`src/hdl/ddsr_pkg.sv`:
```
// Constants shared by both ends of the synthesizer control register link.
// Assumes one clock, aclk at 50 MHz, and a synchronous active-low reset.
package ddsr_pkg;
   // Word addresses of the serial register space.
   localparam logic [4:0] ADDR_CONTROL_WORD_ONE = 5'h00;
   localparam logic [4:0] ADDR_PROFILE_SEVEN_PHASE_GAIN = 5'h1a;
   localparam logic [4:0] ADDR_RESERVED_USER_WORD = 5'h1b;
   localparam logic [4:0] ADDR_LAST = 5'h1b;
   // Byte addresses of the parallel register space.
   localparam logic [6:0] BYTE_PHASE_LOW = 7'h68;
   localparam logic [6:0] BYTE_PHASE_HIGH = 7'h69;
   localparam logic [6:0] BYTE_GAIN_LOW = 7'h6a;
   localparam logic [6:0] BYTE_GAIN_HIGH = 7'h6b;
   localparam logic [6:0] BYTE_LAST = 7'h6f;
   // Field positions in control_word_one.
   localparam int CAL_BIT = 24;
   localparam int STREAM_BIT = 17;
   localparam int SINE_BIT = 16;
   // Writable masks and reset values.
   localparam logic [31:0] CTRL_MASK = 32'h0103_0000;
   localparam logic [31:0] CTRL_RESET = 32'h0001_0000;
   localparam logic [31:0] PROF_MASK = 32'h0fff_ffff;
   localparam logic [31:0] PROF_RESET = 32'h0000_0000;
   localparam logic [31:0] USER_MASK = 32'h00ff_ffff;
   localparam logic [31:0] USER_RESET = 32'h0000_0800;
   localparam int LOCK_BIT = 24;
   // Function select codes for the parallel port.
   localparam logic [3:0] FSEL_FREQ = 4'h0;
   localparam logic [3:0] FSEL_PHASE = 4'h1;
   localparam logic [3:0] FSEL_GAIN = 4'h2;
   // Controller registers on AXI4-Lite, byte addresses.
   localparam logic [4:0] AXI_CMD = 5'h00;
   localparam logic [4:0] AXI_WDATA = 5'h04;
   localparam logic [4:0] AXI_RDATA = 5'h08;
   localparam logic [4:0] AXI_STATUS = 5'h0c;
   localparam logic [4:0] AXI_IRQ_STAT = 5'h10;
   localparam logic [4:0] AXI_IRQ_MASK = 5'h14;
   localparam logic [1:0] RESP_OKAY = 2'h0;
   localparam logic [1:0] RESP_SLVERR = 2'h2;
endpackage

```
`src/hdl/ddsr_if.sv`:
```
// Link between the host controller and the synthesizer register bank.
// Assumes both ends share aclk; all signals are synchronous to it.
interface ddsr_if;
   logic wr_en; // One-cycle register write strobe.
   logic rd_en; // One-cycle register read strobe.
   logic byte_mode; // High: byte access on parallel address.
   logic [6:0] addr;
   logic [31:0] wdata;
   logic [31:0] rdata;
   logic update; // Transfer strobe.
   logic [2:0] profile; // Profile select pins.
   logic master_reset;
   logic [31:0] par_data; // Parallel data port.
   logic [3:0] function_select_pins;
   modport dev (input wr_en, rd_en, byte_mode, addr, wdata, update, profile, master_reset, par_data,
      function_select_pins, output rdata);
   modport host (output wr_en, rd_en, byte_mode, addr, wdata, update, profile, master_reset, par_data,
      function_select_pins, input rdata);
endinterface

```
`src/hdl/ddsr_host.sv`:
```
// Host controller: takes orders over AXI4-Lite and drives the synthesizer register link.
// Assumes the device on the link answers a read one cycle after the read strobe.
module ddsr_host
(
   input wire logic aclk,
   input wire logic aresetn,
   input wire logic clk_en,
   ddsr_if.host link,
   input wire logic [4:0] s_awaddr,
   input wire logic s_awvalid,
   output logic s_awready,
   input wire logic [31:0] s_wdata,
   input wire logic [3:0] s_wstrb,
   input wire logic s_wvalid,
   output logic s_wready,
   output logic [1:0] s_bresp,
   output logic s_bvalid,
   input wire logic s_bready,
   input wire logic [4:0] s_araddr,
   input wire logic s_arvalid,
   output logic s_arready,
   output logic [31:0] s_rdata,
   output logic [1:0] s_rresp,
   output logic s_rvalid,
   input wire logic s_rready,
   output logic irq
);
   typedef enum logic [2:0] {ST_IDLE = 3'b001, ST_READ = 3'b010, ST_DONE = 3'b100} ddsr_state_t;
   ddsr_state_t st_ff;
   logic [31:0] cmd_ff, wd_ff, rd_ff, par_ff, irq_stat_ff, irq_mask_ff;
   logic aw_ff, w_ff, bv_ff, rv_ff, go_ff, done_ev;
   logic [4:0] awa_ff;
   logic [31:0] wdt_ff;
   logic [31:0] rdo_ff;
   logic [1:0] bresp_ff, rresp_ff;
   // cmd: [6:0] addr, [7] byte mode, [8] write, [9] read, [10] update, [13:11] profile,
   // [14] master reset, [18:15] function select. Writing cmd while idle starts one link operation; a write while busy is dropped.

   ////////////////////////////////////////////////////////////////////////////////
   // AXI write channels: address and data taken in any order, response after both.
   assign s_awready = !aw_ff && !bv_ff;
   assign s_wready = !w_ff && !bv_ff;
   wire aw_hs = s_awvalid && s_awready;
   wire w_hs = s_wvalid && s_wready;
   wire wr_go = aw_ff && w_ff && !bv_ff;
   wire busy = st_ff != ST_IDLE || go_ff;
   wire wmap = awa_ff == ddsr_pkg::AXI_CMD || awa_ff == ddsr_pkg::AXI_WDATA
      || awa_ff == ddsr_pkg::AXI_IRQ_STAT || awa_ff == ddsr_pkg::AXI_IRQ_MASK;
   always_ff @(posedge aclk)
   begin
      if (!aresetn)
      begin
         aw_ff <= 1'b0;
         w_ff <= 1'b0;
         bv_ff <= 1'b0;
         awa_ff <= 5'h0;
         wdt_ff <= 32'h0;
         bresp_ff <= ddsr_pkg::RESP_OKAY;
      end
      else if (clk_en)
      begin
         if (aw_hs) begin aw_ff <= 1'b1; awa_ff <= s_awaddr; end
         if (w_hs) begin w_ff <= 1'b1; wdt_ff <= s_wdata; end
         if (wr_go)
         begin
            aw_ff <= 1'b0;
            w_ff <= 1'b0;
            bv_ff <= 1'b1;
            bresp_ff <= wmap ? ddsr_pkg::RESP_OKAY : ddsr_pkg::RESP_SLVERR;
         end
         else if (bv_ff && s_bready)
            bv_ff <= 1'b0;
      end
   end

   ////////////////////////////////////////////////////////////////////////////////
   // Register file; the interrupt status bit sets on a finished operation, set wins over clear.
   always_ff @(posedge aclk)
   begin
      if (!aresetn)
      begin
         cmd_ff <= 32'h0;
         wd_ff <= 32'h0;
         irq_mask_ff <= 32'h0;
         irq_stat_ff <= 32'h0;
         go_ff <= 1'b0;
      end
      else if (clk_en)
      begin
         go_ff <= 1'b0;
         if (wr_go && awa_ff == ddsr_pkg::AXI_CMD && !busy)
         begin
            cmd_ff <= wdt_ff;
            go_ff <= 1'b1;
         end
         if (wr_go && awa_ff == ddsr_pkg::AXI_WDATA) wd_ff <= wdt_ff;
         if (wr_go && awa_ff == ddsr_pkg::AXI_IRQ_MASK) irq_mask_ff <= {31'h0, wdt_ff[0]};
         if (wr_go && awa_ff == ddsr_pkg::AXI_IRQ_STAT)
            irq_stat_ff <= {31'h0, (irq_stat_ff[0] & ~wdt_ff[0]) | done_ev};
         else if (done_ev)
            irq_stat_ff <= 32'h1;
      end
   end
   assign irq = |(irq_stat_ff & irq_mask_ff);

   ////////////////////////////////////////////////////////////////////////////////
   // Link sequencer: one-cycle strobes, read data captured two cycles after the strobe.
   assign done_ev = st_ff == ST_DONE;
   always_ff @(posedge aclk)
   begin
      if (!aresetn)
      begin
         st_ff <= ST_IDLE;
         rd_ff <= 32'h0;
      end
      else if (clk_en)
      begin
         case (st_ff)
            ST_IDLE: if (go_ff) st_ff <= cmd_ff[9] ? ST_READ : ST_DONE;
            ST_READ: st_ff <= ST_DONE;
            ST_DONE: begin st_ff <= ST_IDLE; if (cmd_ff[9]) rd_ff <= link.rdata; end
            default: st_ff <= ST_IDLE;
         endcase
      end
   end
   // Master reset is raised by the host after power-up by writing cmd bit 14; the host raises it only on such a write, and the bench only in t_profile.
   // Software must keep reserved bytes at defaults and pulse calibration bits.
   assign link.wr_en = go_ff && cmd_ff[8];
   assign link.rd_en = go_ff && cmd_ff[9];
   assign link.update = go_ff && cmd_ff[10];
   assign link.master_reset = go_ff && cmd_ff[14];
   assign link.byte_mode = cmd_ff[7];
   assign link.addr = cmd_ff[6:0];
   assign link.wdata = wd_ff;
   assign link.profile = cmd_ff[13:11];
   assign link.function_select_pins = cmd_ff[18:15];
   assign link.par_data = wd_ff; // Changes only on aclk edges.

   ////////////////////////////////////////////////////////////////////////////////
   // AXI read channel.
   assign s_arready = !rv_ff;
   wire [31:0] rsel = s_araddr == ddsr_pkg::AXI_CMD ? cmd_ff : s_araddr == ddsr_pkg::AXI_WDATA ? wd_ff
      : s_araddr == ddsr_pkg::AXI_RDATA ? rd_ff : s_araddr == ddsr_pkg::AXI_STATUS ? {31'h0, busy}
      : s_araddr == ddsr_pkg::AXI_IRQ_STAT ? irq_stat_ff : s_araddr == ddsr_pkg::AXI_IRQ_MASK ? irq_mask_ff : 32'h0;
   wire rmap = s_araddr <= ddsr_pkg::AXI_IRQ_MASK && s_araddr[1:0] == 2'h0;
   always_ff @(posedge aclk)
   begin
      if (!aresetn)
      begin
         rv_ff <= 1'b0;
         rdo_ff <= 32'h0;
         rresp_ff <= ddsr_pkg::RESP_OKAY;
      end
      else if (clk_en)
      begin
         if (s_arvalid && s_arready)
         begin
            rv_ff <= 1'b1;
            rdo_ff <= rsel;
            rresp_ff <= rmap ? ddsr_pkg::RESP_OKAY : ddsr_pkg::RESP_SLVERR;
         end
         else if (rv_ff && s_rready)
            rv_ff <= 1'b0;
      end
   end
   assign s_bvalid = bv_ff;
   assign s_bresp = bresp_ff;
   assign s_rvalid = rv_ff;
   assign s_rdata = rdo_ff;
   assign s_rresp = rresp_ff;
endmodule

```
`src/flat_wrapper.sv`:
```
// flat-port wrapper written by rule: the top's interface ports become plain ports
module ddsr_host_flat 
  (aclk, aresetn, clk_en, s_awaddr, s_awvalid, s_awready, s_wdata, s_wstrb, s_wvalid, s_wready, s_bresp, s_bvalid, s_bready, s_araddr, s_arvalid, s_arready, s_rdata, s_rresp, s_rvalid, s_rready, irq, link_wr_en, link_rd_en, link_byte_mode, link_addr, link_wdata, link_update, link_profile, link_master_reset, link_par_data, link_function_select_pins, link_rdata);
  ddsr_if link_i ();
  input wire logic aclk;
  input wire logic aresetn;
  input wire logic clk_en;
  input wire logic [4:0] s_awaddr;
  input wire logic s_awvalid;
  output logic s_awready;
  input wire logic [31:0] s_wdata;
  input wire logic [3:0] s_wstrb;
  input wire logic s_wvalid;
  output logic s_wready;
  output logic [1:0] s_bresp;
  output logic s_bvalid;
  input wire logic s_bready;
  input wire logic [4:0] s_araddr;
  input wire logic s_arvalid;
  output logic s_arready;
  output logic [31:0] s_rdata;
  output logic [1:0] s_rresp;
  output logic s_rvalid;
  input wire logic s_rready;
  output logic irq;
  output wire logic [$bits(link_i.wr_en)-1:0] link_wr_en;
  output wire logic [$bits(link_i.rd_en)-1:0] link_rd_en;
  output wire logic [$bits(link_i.byte_mode)-1:0] link_byte_mode;
  output wire logic [$bits(link_i.addr)-1:0] link_addr;
  output wire logic [$bits(link_i.wdata)-1:0] link_wdata;
  output wire logic [$bits(link_i.update)-1:0] link_update;
  output wire logic [$bits(link_i.profile)-1:0] link_profile;
  output wire logic [$bits(link_i.master_reset)-1:0] link_master_reset;
  output wire logic [$bits(link_i.par_data)-1:0] link_par_data;
  output wire logic [$bits(link_i.function_select_pins)-1:0] link_function_select_pins;
  input wire logic [$bits(link_i.rdata)-1:0] link_rdata;
  assign link_wr_en = link_i.wr_en;
  assign link_rd_en = link_i.rd_en;
  assign link_byte_mode = link_i.byte_mode;
  assign link_addr = link_i.addr;
  assign link_wdata = link_i.wdata;
  assign link_update = link_i.update;
  assign link_profile = link_i.profile;
  assign link_master_reset = link_i.master_reset;
  assign link_par_data = link_i.par_data;
  assign link_function_select_pins = link_i.function_select_pins;
  assign link_i.rdata = link_rdata;
  ddsr_host u_core (.aclk(aclk), .aresetn(aresetn), .clk_en(clk_en), .link(link_i), .s_awaddr(s_awaddr), .s_awvalid(s_awvalid), .s_awready(s_awready), .s_wdata(s_wdata), .s_wstrb(s_wstrb), .s_wvalid(s_wvalid), .s_wready(s_wready), .s_bresp(s_bresp), .s_bvalid(s_bvalid), .s_bready(s_bready), .s_araddr(s_araddr), .s_arvalid(s_arvalid), .s_arready(s_arready), .s_rdata(s_rdata), .s_rresp(s_rresp), .s_rvalid(s_rvalid), .s_rready(s_rready), .irq(irq));
endmodule
```
`config.mk`:
```
export PLATFORM = sky130hd
export DESIGN_NAME = ddsr_host_flat
export DESIGN_NICKNAME = d
export VERILOG_FILES = /design/src/hdl/ddsr_pkg.sv /design/src/hdl/ddsr_if.sv /design/src/hdl/ddsr_host.sv /design/src/flat_wrapper.sv
export SDC_FILE = /design/constraint.sdc
export NUM_CORES = 1
export LEC_CHECK = 0
export ABC_AREA = 1
export BUFFER_PORTS_ARGS = -buffer_cell sky130_fd_sc_hd__buf_4
export CORE_ASPECT_RATIO = 1.75
export CORE_MARGIN = 4
export CORE_UTILIZATION = 26
export CTS_CLUSTER_DIAMETER = 80
export CTS_CLUSTER_SIZE = 24
export DETAILED_ROUTE_END_ITERATION = 6
export PLACE_DENSITY = 0.56
export SETUP_SLACK_MARGIN = 0.1
export SLEW_MARGIN = 20
export SYNTH_ARGS = -nofsm -noshare
export SYNTH_HDL_FRONTEND = slang
export SYNTH_SLANG_ARGS = --single-unit
```
`constraint.sdc`:
```
create_clock -name aclk -period 1.8 [get_ports aclk]
set_input_delay 0.09 -clock aclk [delete_from_list [all_inputs] [get_ports aclk]]
set_output_delay 0.09 -clock aclk [all_outputs]
set_load 0.02 [all_outputs]
```
==> results of run 1 <==
-- cell usage after synthesis, drive strengths merged --
library cell	count
a211oi	29
a21oi	140
a31oi	32
buf	72
clkbuf	42
clkinv	3
conb	1
dfxtp	177
inv	88
nand2	62
nand3	14
nand4	34
nor2	55
nor2b	1
nor3	1
o211ai	1
o21ai	140
o31ai	1
-- area by class of cell --
cell class              count  area (µm²)
multi-input cells         512        2780
flip-flops and latches    177        3540
repair buffers            303        2580
fillers                  2888       17500
clock buffers              21         440
clock inverters            10         184
well taps                 373         467
inverters                  91         348
-- per-stage QoR --
step / hold slack, ns / cells
detailed placement: 0.371 / 1383
CTS: 0.00533 / 1487
global placement: 0.370 / 1383
floorplan: 0.245 / 894
global route: 0.0332 / 1487
finish: 0.0420 / 1487
-- tightest hold or removal path, delay by kind of cell --
kind,cells,cell delay [ns]
buf+inv,1,0.16
simple gates,1,0.11
compound gates,1,0.06
-- sequential cells by signal, summed over array words and instances (netlist names), 3 cells and up --
name and flops:
u_core.cmd_ff 32, u_core.awa_ff 5, u_core.wdt_ff 32, u_core.s_rdata 32
u_core.link.par_data 32, u_core.st_ff 3, u_core.rd_ff 32
-- metal layers --
metal  wire length, µm  global-route usage [%]  part of all wire, %
met1              9570                    17.5                   40
met2             12700                    28.1                   52
met3              1150                    3.57                  4.7
met4               793                    7.04                  3.3
met5                 0                       0                    0
-- path summary, 6_finish.rpt --
kind                           startpoint                        endpoint  slack [ns]  cells past startpoint
max          u_core.st_ff[0]$_SDFFE_PN1P_  u_core.cmd_ff[23]$_SDFFE_PN0P_        0.22                      9
min                                clk_en    u_core.st_ff[1]$_SDFFE_PN0P_        0.04                      3
max reg2reg  u_core.st_ff[0]$_SDFFE_PN1P_  u_core.cmd_ff[23]$_SDFFE_PN0P_        0.22                      9
min reg2reg  u_core.rd_ff[8]$_SDFFE_PN0P_    u_core.rd_ff[8]$_SDFFE_PN0P_        0.45                      2
-- repair_timing --
item	in CTS	in global routing
hold buffers	73	0
resized for setup	0	2
buffers inserted	0	0
hold endpoints to repair	72	0
endpoints found under the setup margin	0	31
-- power groups by stage --
stage | combinational (mW) | clock, mW | sequential (mW)
after detailed placement | 0.848 | 0 | 4.18
after global placement | 0.841 | 0 | 4.18
after floorplan | 0.385 | 0 | 4.23
after CTS | 0.981 | 4.12 | 4.10
final | 0.970 | 4.00 | 4.10
after global routing | 1.06 | 4.27 | 4.11
-- cell families after synthesis --
group / count (synthesis) / synth area share, %
other: 1 / 0.0513
buffers and inverters: 205 / 14.1
flip-flops: 177 / 48.5
AND/OR/NAND/NOR: 167 / 10.3
AO/OA/AOI/OAI: 343 / 27.1
==> metrics.md, run 1 <==
| Metric | Value |
|---|---|
| Status | `finished clean` |
| Diode count | `0` |
| Number of max-cap violations | `0` |
| Routed Antenna Nets | `0` |
| CTS Sinks | `177` |
| Final WS setup | `0.224 ns` |
| Placed Area | `8970 µm²` |
| Seq/Total Area, Yosys | `48.5%` |
| Die Span X | `135 µm` |
| Switch Pwr | `2.14 mW` |
| Layout area overhead | `41.3%` |
| Final hold violation count | `0` |
| DP Wirelength | `16700 µm` |
| Finished Core Util | `37.1%` |
| Pin count of the biggest net entering global routing | `65` |
| Tcrit/Tclk final | `87.5%` |
| Syn Area/Cell | `8.19 µm²` |
| Final setup fails | `0` |
| WL/cell | `16.3 µm` |
| Pins Over Slew Limit | `0` |
| Rows | `81` |
| Synth cell types | `28` |
| Commonest non-fill, non-tap cell in the layout | `buf_4` |
| DRC viols | `0` |
| GPL Wtd Cong | `0.780` |
| Leakage power | `4.14 nW` |
| Commonest cells after routing, fill and taps aside | `buf_4 (221), dfxtp_1 (177), a21oi_1 (140)` |
| Buf+Inv Stages, Crit Path | `3` |
| Top Ports | `211` |
| All-Layer GR Usage | `15.7%` |
| DR iter-0 viols | `281` |
| Largest delay share family, worst path | `simple AND/OR/NAND/NOR gates` |
| Synth top area share | `48.5%` |
| Area leader, netlist | `dfxtp_1` |
| VDD IR-drop max | `0.682 mV` |
| RSZ-0062 raised after global routing | `yes` |
| Max Freq | `0.635 GHz` |
| Crit path max fanout | `32` |
| Top cells by area, synth | `dfxtp_1 (48%), a21oi_1 (9.6%), o21ai_0 (8.4%)` |
| Power Internal | `6.93 mW` |
| First-pass DRT Iterations | `4` |
| Skew-Pair Late Insertion Delay | `0.44 ns` |
| Cells after synthesis | `893` |
| CP required | `2.16 ns` |
| Clock root buffer | `clkbuf_16` |
| IO Port Bufs | `204` |
| Core area | `27900 µm²` |
| Via/cell ratio | `4.60` |
| Share of layout cells above drive strength 1 | `27.1%` |
| Worst setup EP type | `flop` |
| Clock power share | `44.1%` |
| Nets | `1188` |
| Crit-path cells | `inv_1, nor2_2, nand3_1, nor2_1, nand2_2, clkinv_4, buf_16, nor2_1, a211oi_2` |
| Die ar. | `31000 µm²` |
| Kind of critical path | `reg -> reg` |
| Initial antenna violation count | `0` |
| Register bit total from synthesis | `177` |
| Min Tclk post-route | `1.58 ns` |
| Final Skew | `0.00848 ns` |
| Startpoint types | `flop` |
| Initial Utilization | `26.2%` |
| Sw Share | `23.6%` |
| CTS tree | `yes` |
| WP data arrival | `1.93 ns` |
| Worst path slowest cell | `dfxtp_1` |
| CTS Buffer Depth | `2` |
| Grt total ovfl | `0` |
| CTS clk-pin slew, worst paths | `0.06 ns` |
| CP dominant cell by count | `nor2_1` |
| Setup_tns | `0 ns` |
| HP Class | `in -> reg` |
| Die Height | `230 µm` |
| Htree depth | `4` |
| Pwr Density | `877 nW/µm²` |
| Detailed Route WL | `24200 µm` |
| Post-route design area | `10300 µm²` |
| Vias in the first global route | `6725` |
| Post-layout power | `9.07 mW` |
| Vias | `6839` |
| Mapped Area | `7310 µm²` |
| Gate power share | `10.7%` |
| Slowest stage delay, CP | `0.35 ns` |
| First-pass GRT wire length | `37600 µm` |
| Post-place setup slack | `0.158 ns` |
| Sequential share of power | `45.2%` |
| Yosys warns | `0` |
| Clock buffer count from CTS | `17` |
(Power assumes the default switching activity.)
==> run 2, diff against run 1 <==
Settings changed: CORE_UTILIZATION 26 to 52, PLACE_DENSITY 0.56 to 0.9.
==> run 2 against run 1 <==
Count of clock-buffer cells in the layout decreased by 3; non-clock buffer count increased by 1; global-route usage increased by 12 points; largest cell class unchanged.
==> metrics.md, run 2 (same netlist as run 1, synthesis figures left out) <==
| Metric | Value |
|---|---|
| Pins Over Slew Limit | `0 (unchanged)` |
| WP data arrival | `2.03 ns (was 1.93 ns)` |
| Vias | `7500 (was 6839)` |
| RSZ-0062 raised after global routing | `yes (unchanged)` |
| Final Skew | `0.0113 ns (was 0.00848 ns)` |
| First-pass GRT wire length | `36500 µm (was 37600 µm)` |
| CP dominant cell by count | `nor2_1 (unchanged)` |
| IO Port Bufs | `204 (unchanged)` |
| Die Height | `165 µm (was 230 µm)` |
| Final setup fails | `0 (unchanged)` |
| Worst setup EP type | `flop (unchanged)` |
| Largest delay share family, worst path | `simple AND/OR/NAND/NOR gates (unchanged)` |
| Startpoint types | `flop (unchanged)` |
| Initial antenna violation count | `0 (unchanged)` |
| Pwr Density | `863 nW/µm² (was 877 nW/µm²)` |
| Rows | `57 (was 81)` |
| Commonest non-fill, non-tap cell in the layout | `buf_4 (unchanged)` |
| Number of max-cap violations | `0 (unchanged)` |
| Htree depth | `4 (unchanged)` |
| Detailed Route WL | `23800 µm (was 24200 µm)` |
| GPL Wtd Cong | `0.817 (was 0.780)` |
| Via/cell ratio | `5.80 (was 4.60)` |
| Buf+Inv Stages, Crit Path | `3 (unchanged)` |
| Fin Hold WS | `0.0253 ns (was 0.0420 ns)` |
| Leakage power | `4.12 nW (was 4.14 nW)` |
| CP required | `2.13 ns (was 2.16 ns)` |
| Clock root buffer | `clkbuf_16 (unchanged)` |
| Min Tclk post-route | `1.70 ns (was 1.58 ns)` |
| Crit path max fanout | `17 (was 32)` |
| Nets | `1189 (was 1188)` |
| Clock buffer count from CTS | `17 (unchanged)` |
| VDD IR-drop max | `0.617 mV (was 0.682 mV)` |
| Met2 routed wirelength | `12400 µm (was 12700 µm)` |
| DRC viols | `0 (unchanged)` |
| WL/cell | `18.4 µm (was 16.3 µm)` |
| Grt total ovfl | `0 (unchanged)` |
| Die Span X | `97.6 µm (was 135 µm)` |
| Layout area overhead | `37.4% (was 41.3%)` |
| Top Ports | `211 (unchanged)` |
| HP Class | `in -> reg (unchanged)` |
| Die ar. | `16100 µm² (was 31000 µm²)` |
| Tcrit/Tclk final | `94.6% (was 87.5%)` |
| Slowest stage delay, CP | `0.30 ns (was 0.35 ns)` |
| Kind of critical path | `reg -> reg (unchanged)` |
| All-Layer GR Usage | `28.2% (was 15.7%)` |
| CTS clk-pin slew, worst paths | `0.07 ns (was 0.06 ns)` |
| Worst path slowest cell | `dfxtp_1 (unchanged)` |
| First-pass DRT Iterations | `6 (was 4)` |
| Metal3 WL | `1730 µm (was 1150 µm)` |
| Final hold violation count | `0 (unchanged)` |
| WP depth | `10 (was 9)` |
| Routed metal-1 wire length | `8410 µm (was 9570 µm)` |
| R2r worst-path depth | `10 (was 9)` |
| Diode count | `0 (unchanged)` |
| CTS Sinks | `177 (unchanged)` |
| Routed Antenna Nets | `0 (unchanged)` |
| Status | `finished clean (unchanged)` |
| Vias in the first global route | `7442 (was 6725)` |
| Finished Core Util | `72.6% (was 37.1%)` |
| Share of layout cells above drive strength 1 | `28.0% (was 27.1%)` |
| CTS tree | `yes (unchanged)` |
| DR iter-0 viols | `659 (was 281)` |
| DR top layer | `met4 (unchanged)` |
| Initial Utilization | `52.8% (was 26.2%)` |
| DP Wirelength | `14400 µm (was 16700 µm)` |
| Core area | `13800 µm² (was 27900 µm²)` |
| Commonest cells after routing, fill and taps aside | `buf_4 (225), dfxtp_1 (177), a21oi_1 (140) (was buf_4 (221), dfxtp_1 (177), a21oi_1 (140))` |
| Max Freq | `0.587 GHz (was 0.635 GHz)` |
| Pin count of the biggest net entering global routing | `60 (was 65)` |
| Worst hold path depth | `3 (unchanged)` |
| Crit-path cells | `inv_1, nand2_1, nor2_1, nand2_1, nor2_1, nand2_2, clkinv_4, buf_16, nor2_1, a211oi_2 (was inv_1, nor2_2, nand3_1, nor2_1, nand2_2, clkinv_4, buf_16, nor2_1, a211oi_2)` |
| Skew-Pair Late Insertion Delay | `0.43 ns (was 0.44 ns)` |
| CTS Buffer Depth | `2 (unchanged)` |
| Fill cells | `928 (was 2888)` |
-- run 2: changes by cell type in the layout (fill, tap and decap cells not counted), moves of 2 or more --
| cell | change |
|---|---|
| bufinv_16 | -5 |
| buf_4 | +4 |
| clkbuf_1 | -4 |
| clkinv_4 | +3 |
| dlygate4sd3_1 | -3 |
| inv_8 | +3 |
| buf_12 | -2 |
| clkinv_2 | -2 |
| clkinv_8 | +2 |
| inv_6 | +2 |
-- run 2: per-layer routing --
metal,global-route usage [%],up-vias
met3,4.27,115
met1,30.6,3486
met4,17.8,0
met2,50.9,479
met5,0,-
li1,-,3420
-- run 2: what timing repair did --
action / in CTS / in global routing
hold buffers: 70 / 0
endpoints found under the setup margin: 0 / 32
buffers inserted: 0 / 2
gates resized for setup: 0 / 5
hold endpoints to repair: 70 / 0
-- run 2: area by class of cell --
type	count	area (µm²)	share of cell area (%)
clock buffers	18	439	4.37
clock inverters	14	141	1.41
inverters	91	348	3.46
multi-input cells	512	2780	27.7
flip-flops and latches	177	3540	35.3
well taps	177	221	2.20
repair buffers	304	2570	25.6
-- run 2: through the flow --
step	worst slack (ns)	instance area (µm²)	total power, mW	setup TNS, ns	std cells
global placement	0.251	8690	4.97	0	1188
floorplan	0.251	7320	4.61	0	894
finish	0.0979	10000	8.67	0	1293
detailed placement	0.157	8690	5.00	0	1188
global route	-0.0141	10000	8.91	-0.0141	1293
CTS	0.103	9970	8.64	0	1290
-- run 2: path summary, 6_finish.rpt --
| kind | from | end | slack [ns] |
|---|---|---|---|
| max reg2reg | u_core.awa_ff[1]$_SDFFE_PN0P_ | u_core.cmd_ff[18]$_SDFFE_PN0P_ | 0.1 |
| min reg2reg | u_core.rd_ff[24]$_SDFFE_PN0P_ | u_core.rd_ff[24]$_SDFFE_PN0P_ | 0.45 |
| min | link_rdata[27] | u_core.rd_ff[27]$_SDFFE_PN0P_ | 0.03 |
| max | u_core.awa_ff[1]$_SDFFE_PN0P_ | u_core.cmd_ff[18]$_SDFFE_PN0P_ | 0.1 |
-- run 2: tightest hold or removal path, stage by stage --
cell and delay, ns:
buf_4 0.09, o21ai_0 0.10, a21oi_1 0.13
-- run 2: where the power goes --
part	switching [mW]	internal [mW]	total (mW)
clock	1.72	1.87	3.59
combinational	0.549	0.430	0.979
sequential	0.0620	4.04	4.10
total	2.33	6.34	8.67
==> run 3, diff against run 2 <==
Clock period 1.8 ns to 1.9 ns, I/O delays scaled along.
==> run 3 against run 2 <==
Global-route usage decreased by 0.64 points; via count decreased by 0.69%; setup slack improved by 0.15 ns; combinational power decreased by 7.3%; non-clock buffer count decreased by 7; register-to-register slack improved by 0.15 ns; first-iteration DRC count decreased by 19%; critical path type unchanged.
==> metrics.md, run 3 (same netlist as run 1, synthesis figures left out) <==
| Metric | Value |
|---|---|
| Status | `finished clean (unchanged)` |
| First-pass DRT Iterations | `6 (unchanged)` |
| CTS Sinks | `177 (unchanged)` |
| Die Span X | `97.6 µm (unchanged)` |
| Via/cell ratio | `5.79 (was 5.80)` |
| Clock buffer count from CTS | `17 (unchanged)` |
| IO Port Bufs | `204 (unchanged)` |
| Sequential share of power | `47.0% (was 47.3%)` |
| Reg-to-reg endpoint | `u_core.link.par_data[4]$_SDFFE_PN0P_ (was u_core.cmd_ff[18]$_SDFFE_PN0P_)` |
| Gate power share | `11.0% (was 11.3%)` |
| Htree depth | `4 (unchanged)` |
| Tcrit/Tclk final | `86.8% (was 94.6%)` |
| Clock power share | `42.0% (was 41.4%)` |
| First-pass GRT wire length | `35900 µm (was 36500 µm)` |
| Nets | `1182 (was 1189)` |
| Final Skew | `0.00970 ns (was 0.0113 ns)` |
| CP required | `2.25 ns (was 2.13 ns)` |
| Commonest non-fill, non-tap cell in the layout | `buf_4 (unchanged)` |
| Share of layout cells above drive strength 1 | `27.5% (was 28.0%)` |
| Worst setup EP type | `flop (unchanged)` |
| Fill cells | `971 (was 928)` |
| R2r worst-path depth | `8 (was 10)` |
| Leakage power | `4.07 nW (was 4.12 nW)` |
| WL/cell | `17.9 µm (was 18.4 µm)` |
| Die Height | `165 µm (unchanged)` |
| Worst path slowest cell | `dfxtp_1 (unchanged)` |
| CTS tree | `yes (unchanged)` |
| Grt total ovfl | `0 (unchanged)` |
| Die ar. | `16100 µm² (unchanged)` |
| Pins Over Slew Limit | `0 (unchanged)` |
| Startpoint types | `flop (unchanged)` |
| CTS Buffer Depth | `2 (unchanged)` |
| Kind of critical path | `reg -> reg (unchanged)` |
| DRC viols | `0 (unchanged)` |
| All-Layer GR Usage | `27.5% (was 28.2%)` |
| Slowest stage delay, CP | `0.30 ns (about the same)` |
| Switch Pwr | `2.13 mW (was 2.33 mW)` |
| VDD IR-drop max | `0.514 mV (was 0.617 mV)` |
| CP endpoint | `u_core.link.par_data[4]$_SDFFE_PN0P_ (was u_core.cmd_ff[18]$_SDFFE_PN0P_)` |
| Detailed Route WL | `23000 µm (was 23800 µm)` |
| Post-route design area | `9960 µm² (was 10000 µm²)` |
| CTS clk-pin slew, worst paths | `0.07 ns (about the same)` |
| Max Freq | `0.607 GHz (was 0.587 GHz)` |
| Diode count | `0 (unchanged)` |
| Number of max-cap violations | `0 (unchanged)` |
| R2r setup slk | `0.25 ns (was 0.1 ns)` |
| Power Internal | `6.11 mW (was 6.34 mW)` |
| WP data arrival | `1.99 ns (was 2.03 ns)` |
| Skew-Pair Late Insertion Delay | `0.42 ns (was 0.43 ns)` |
| Sw Share | `25.9% (was 26.8%)` |
| DP Wirelength | `14400 µm (about the same)` |
| RSZ-0062 raised after global routing | `no (was yes)` |
| Final setup fails | `0 (unchanged)` |
| Commonest cells after routing, fill and taps aside | `buf_4 (223), dfxtp_1 (177), a21oi_1 (140) (was buf_4 (225), dfxtp_1 (177), a21oi_1 (140))` |
| Pwr Density | `828 nW/µm² (was 863 nW/µm²)` |
| Routed Antenna Nets | `0 (unchanged)` |
| Crit-path cells | `inv_1, nand2_1, nor3_1, nand3_2, clkinv_2, buf_4, o21ai_1, a21oi_1 (was inv_1, nand2_1, nor2_1, nand2_1, nor2_1, nand2_2, clkinv_4, buf_16, nor2_1, a211oi_2)` |
| Setup_tns | `0 ns (unchanged)` |
| Rows | `57 (unchanged)` |
| HP Class | `in -> reg (unchanged)` |
| DR iter-0 viols | `532 (was 659)` |
| GPL Wtd Cong | `0.812 (was 0.817)` |
| CP startpoint | `u_core.awa_ff[1]$_SDFFE_PN0P_ (unchanged)` |
| Core area | `13800 µm² (unchanged)` |
| Layout area overhead | `36.2% (was 37.4%)` |
| Clock root buffer | `clkbuf_16 (unchanged)` |
| Reg2Reg Launch Point | `u_core.awa_ff[1]$_SDFFE_PN0P_ (unchanged)` |
| Min Tclk post-route | `1.65 ns (was 1.70 ns)` |
| Crit path max fanout | `26 (was 17)` |
| Pin count of the biggest net entering global routing | `46 (was 60)` |
| Top Ports | `211 (unchanged)` |
| # Post-CTS Setup Buffers | `0 (unchanged)` |
| Initial Utilization | `52.8% (unchanged)` |
| Final hold violation count | `0 (unchanged)` |
| Vias in the first global route | `7274 (was 7442)` |
| Vias | `7448 (was 7500)` |
| Placed Area | `8670 µm² (was 8690 µm²)` |
| Initial antenna violation count | `0 (unchanged)` |
run 3: what timing repair did:
action | 4_1_cts | 5_1_grt
hold endpoints to repair | 67 | 1
hold buffers | 67 | 1
setup endpoints to repair | 0 | 22
resized for setup | 0 | 3
run 3: metrics by stage:
step                setup slack [ns]  total power [mW]  utilization, %  hold slack, ns  instances
floorplan                      0.351              4.37               -           0.250        894
global placement               0.319              4.70            62.7           0.352       1186
detailed placement             0.209              4.73            62.7           0.360       1186
CTS                            0.198              8.24            71.8         0.00495       1285
global route                  0.0985              8.50            72.0          0.0162       1286
finish                         0.252              8.25            72.0          0.0182       1286
run 3: worst min path at each step:
stage	from	end	slack [ns]	cells past startpoint
after global routing	s_wdata[19]	u_core.wdt_ff[19]$_SDFFE_PN0P_	0.02	3
after floorplan	s_araddr[3]	u_core.s_rresp[1]$_SDFFE_PN0P_	0.25	2
after CTS	s_wdata[21]	u_core.wdt_ff[21]$_SDFFE_PN0P_	0.005	3
after detailed placement	s_wdata[1]	u_core.wdt_ff[1]$_SDFFE_PN0P_	0.36	3
after global placement	s_wdata[31]	u_core.wdt_ff[31]$_SDFFE_PN0P_	0.35	3
final	s_wdata[19]	u_core.wdt_ff[19]$_SDFFE_PN0P_	0.02	3
run 3: worst max-delay path, delay by kind of cell (launching register included):
kind	cells	cell delay, ns
flops	1	0.30
simple gates	3	0.51
buf+inv	3	0.47
compound gates	2	0.28
run 3: power by group through the flow:
stage / combinational, mW / clock [mW] / sequential (mW)
finish: 0.908 / 3.46 / 3.88
global route: 0.972 / 3.63 / 3.89
CTS: 0.883 / 3.48 / 3.88
detailed placement: 0.766 / 0 / 3.96
global placement: 0.748 / 0 / 3.96
floorplan: 0.364 / 0 / 4.01
run 3: cell type report:
type,instances,area [µm²],share of cell area (%)
inverter,91,355,3.57
multi-input combinational,512,2770,27.8
tap,177,221,2.22
clock inverter,13,151,1.52
sequential,177,3540,35.6
clock buffer,19,443,4.45
timing repair buffer,297,2470,24.8
run 3: per-layer routing:
metal | track usage [%] | up-vias | wire, µm
met5 | 0 | - | 0
met4 | 17.3 | 0 | 1220
met3 | 4.82 | 112 | 1870
met2 | 48.8 | 473 | 11900
met1 | 30.3 | 3453 | 8100
li1 | - | 3410 | -
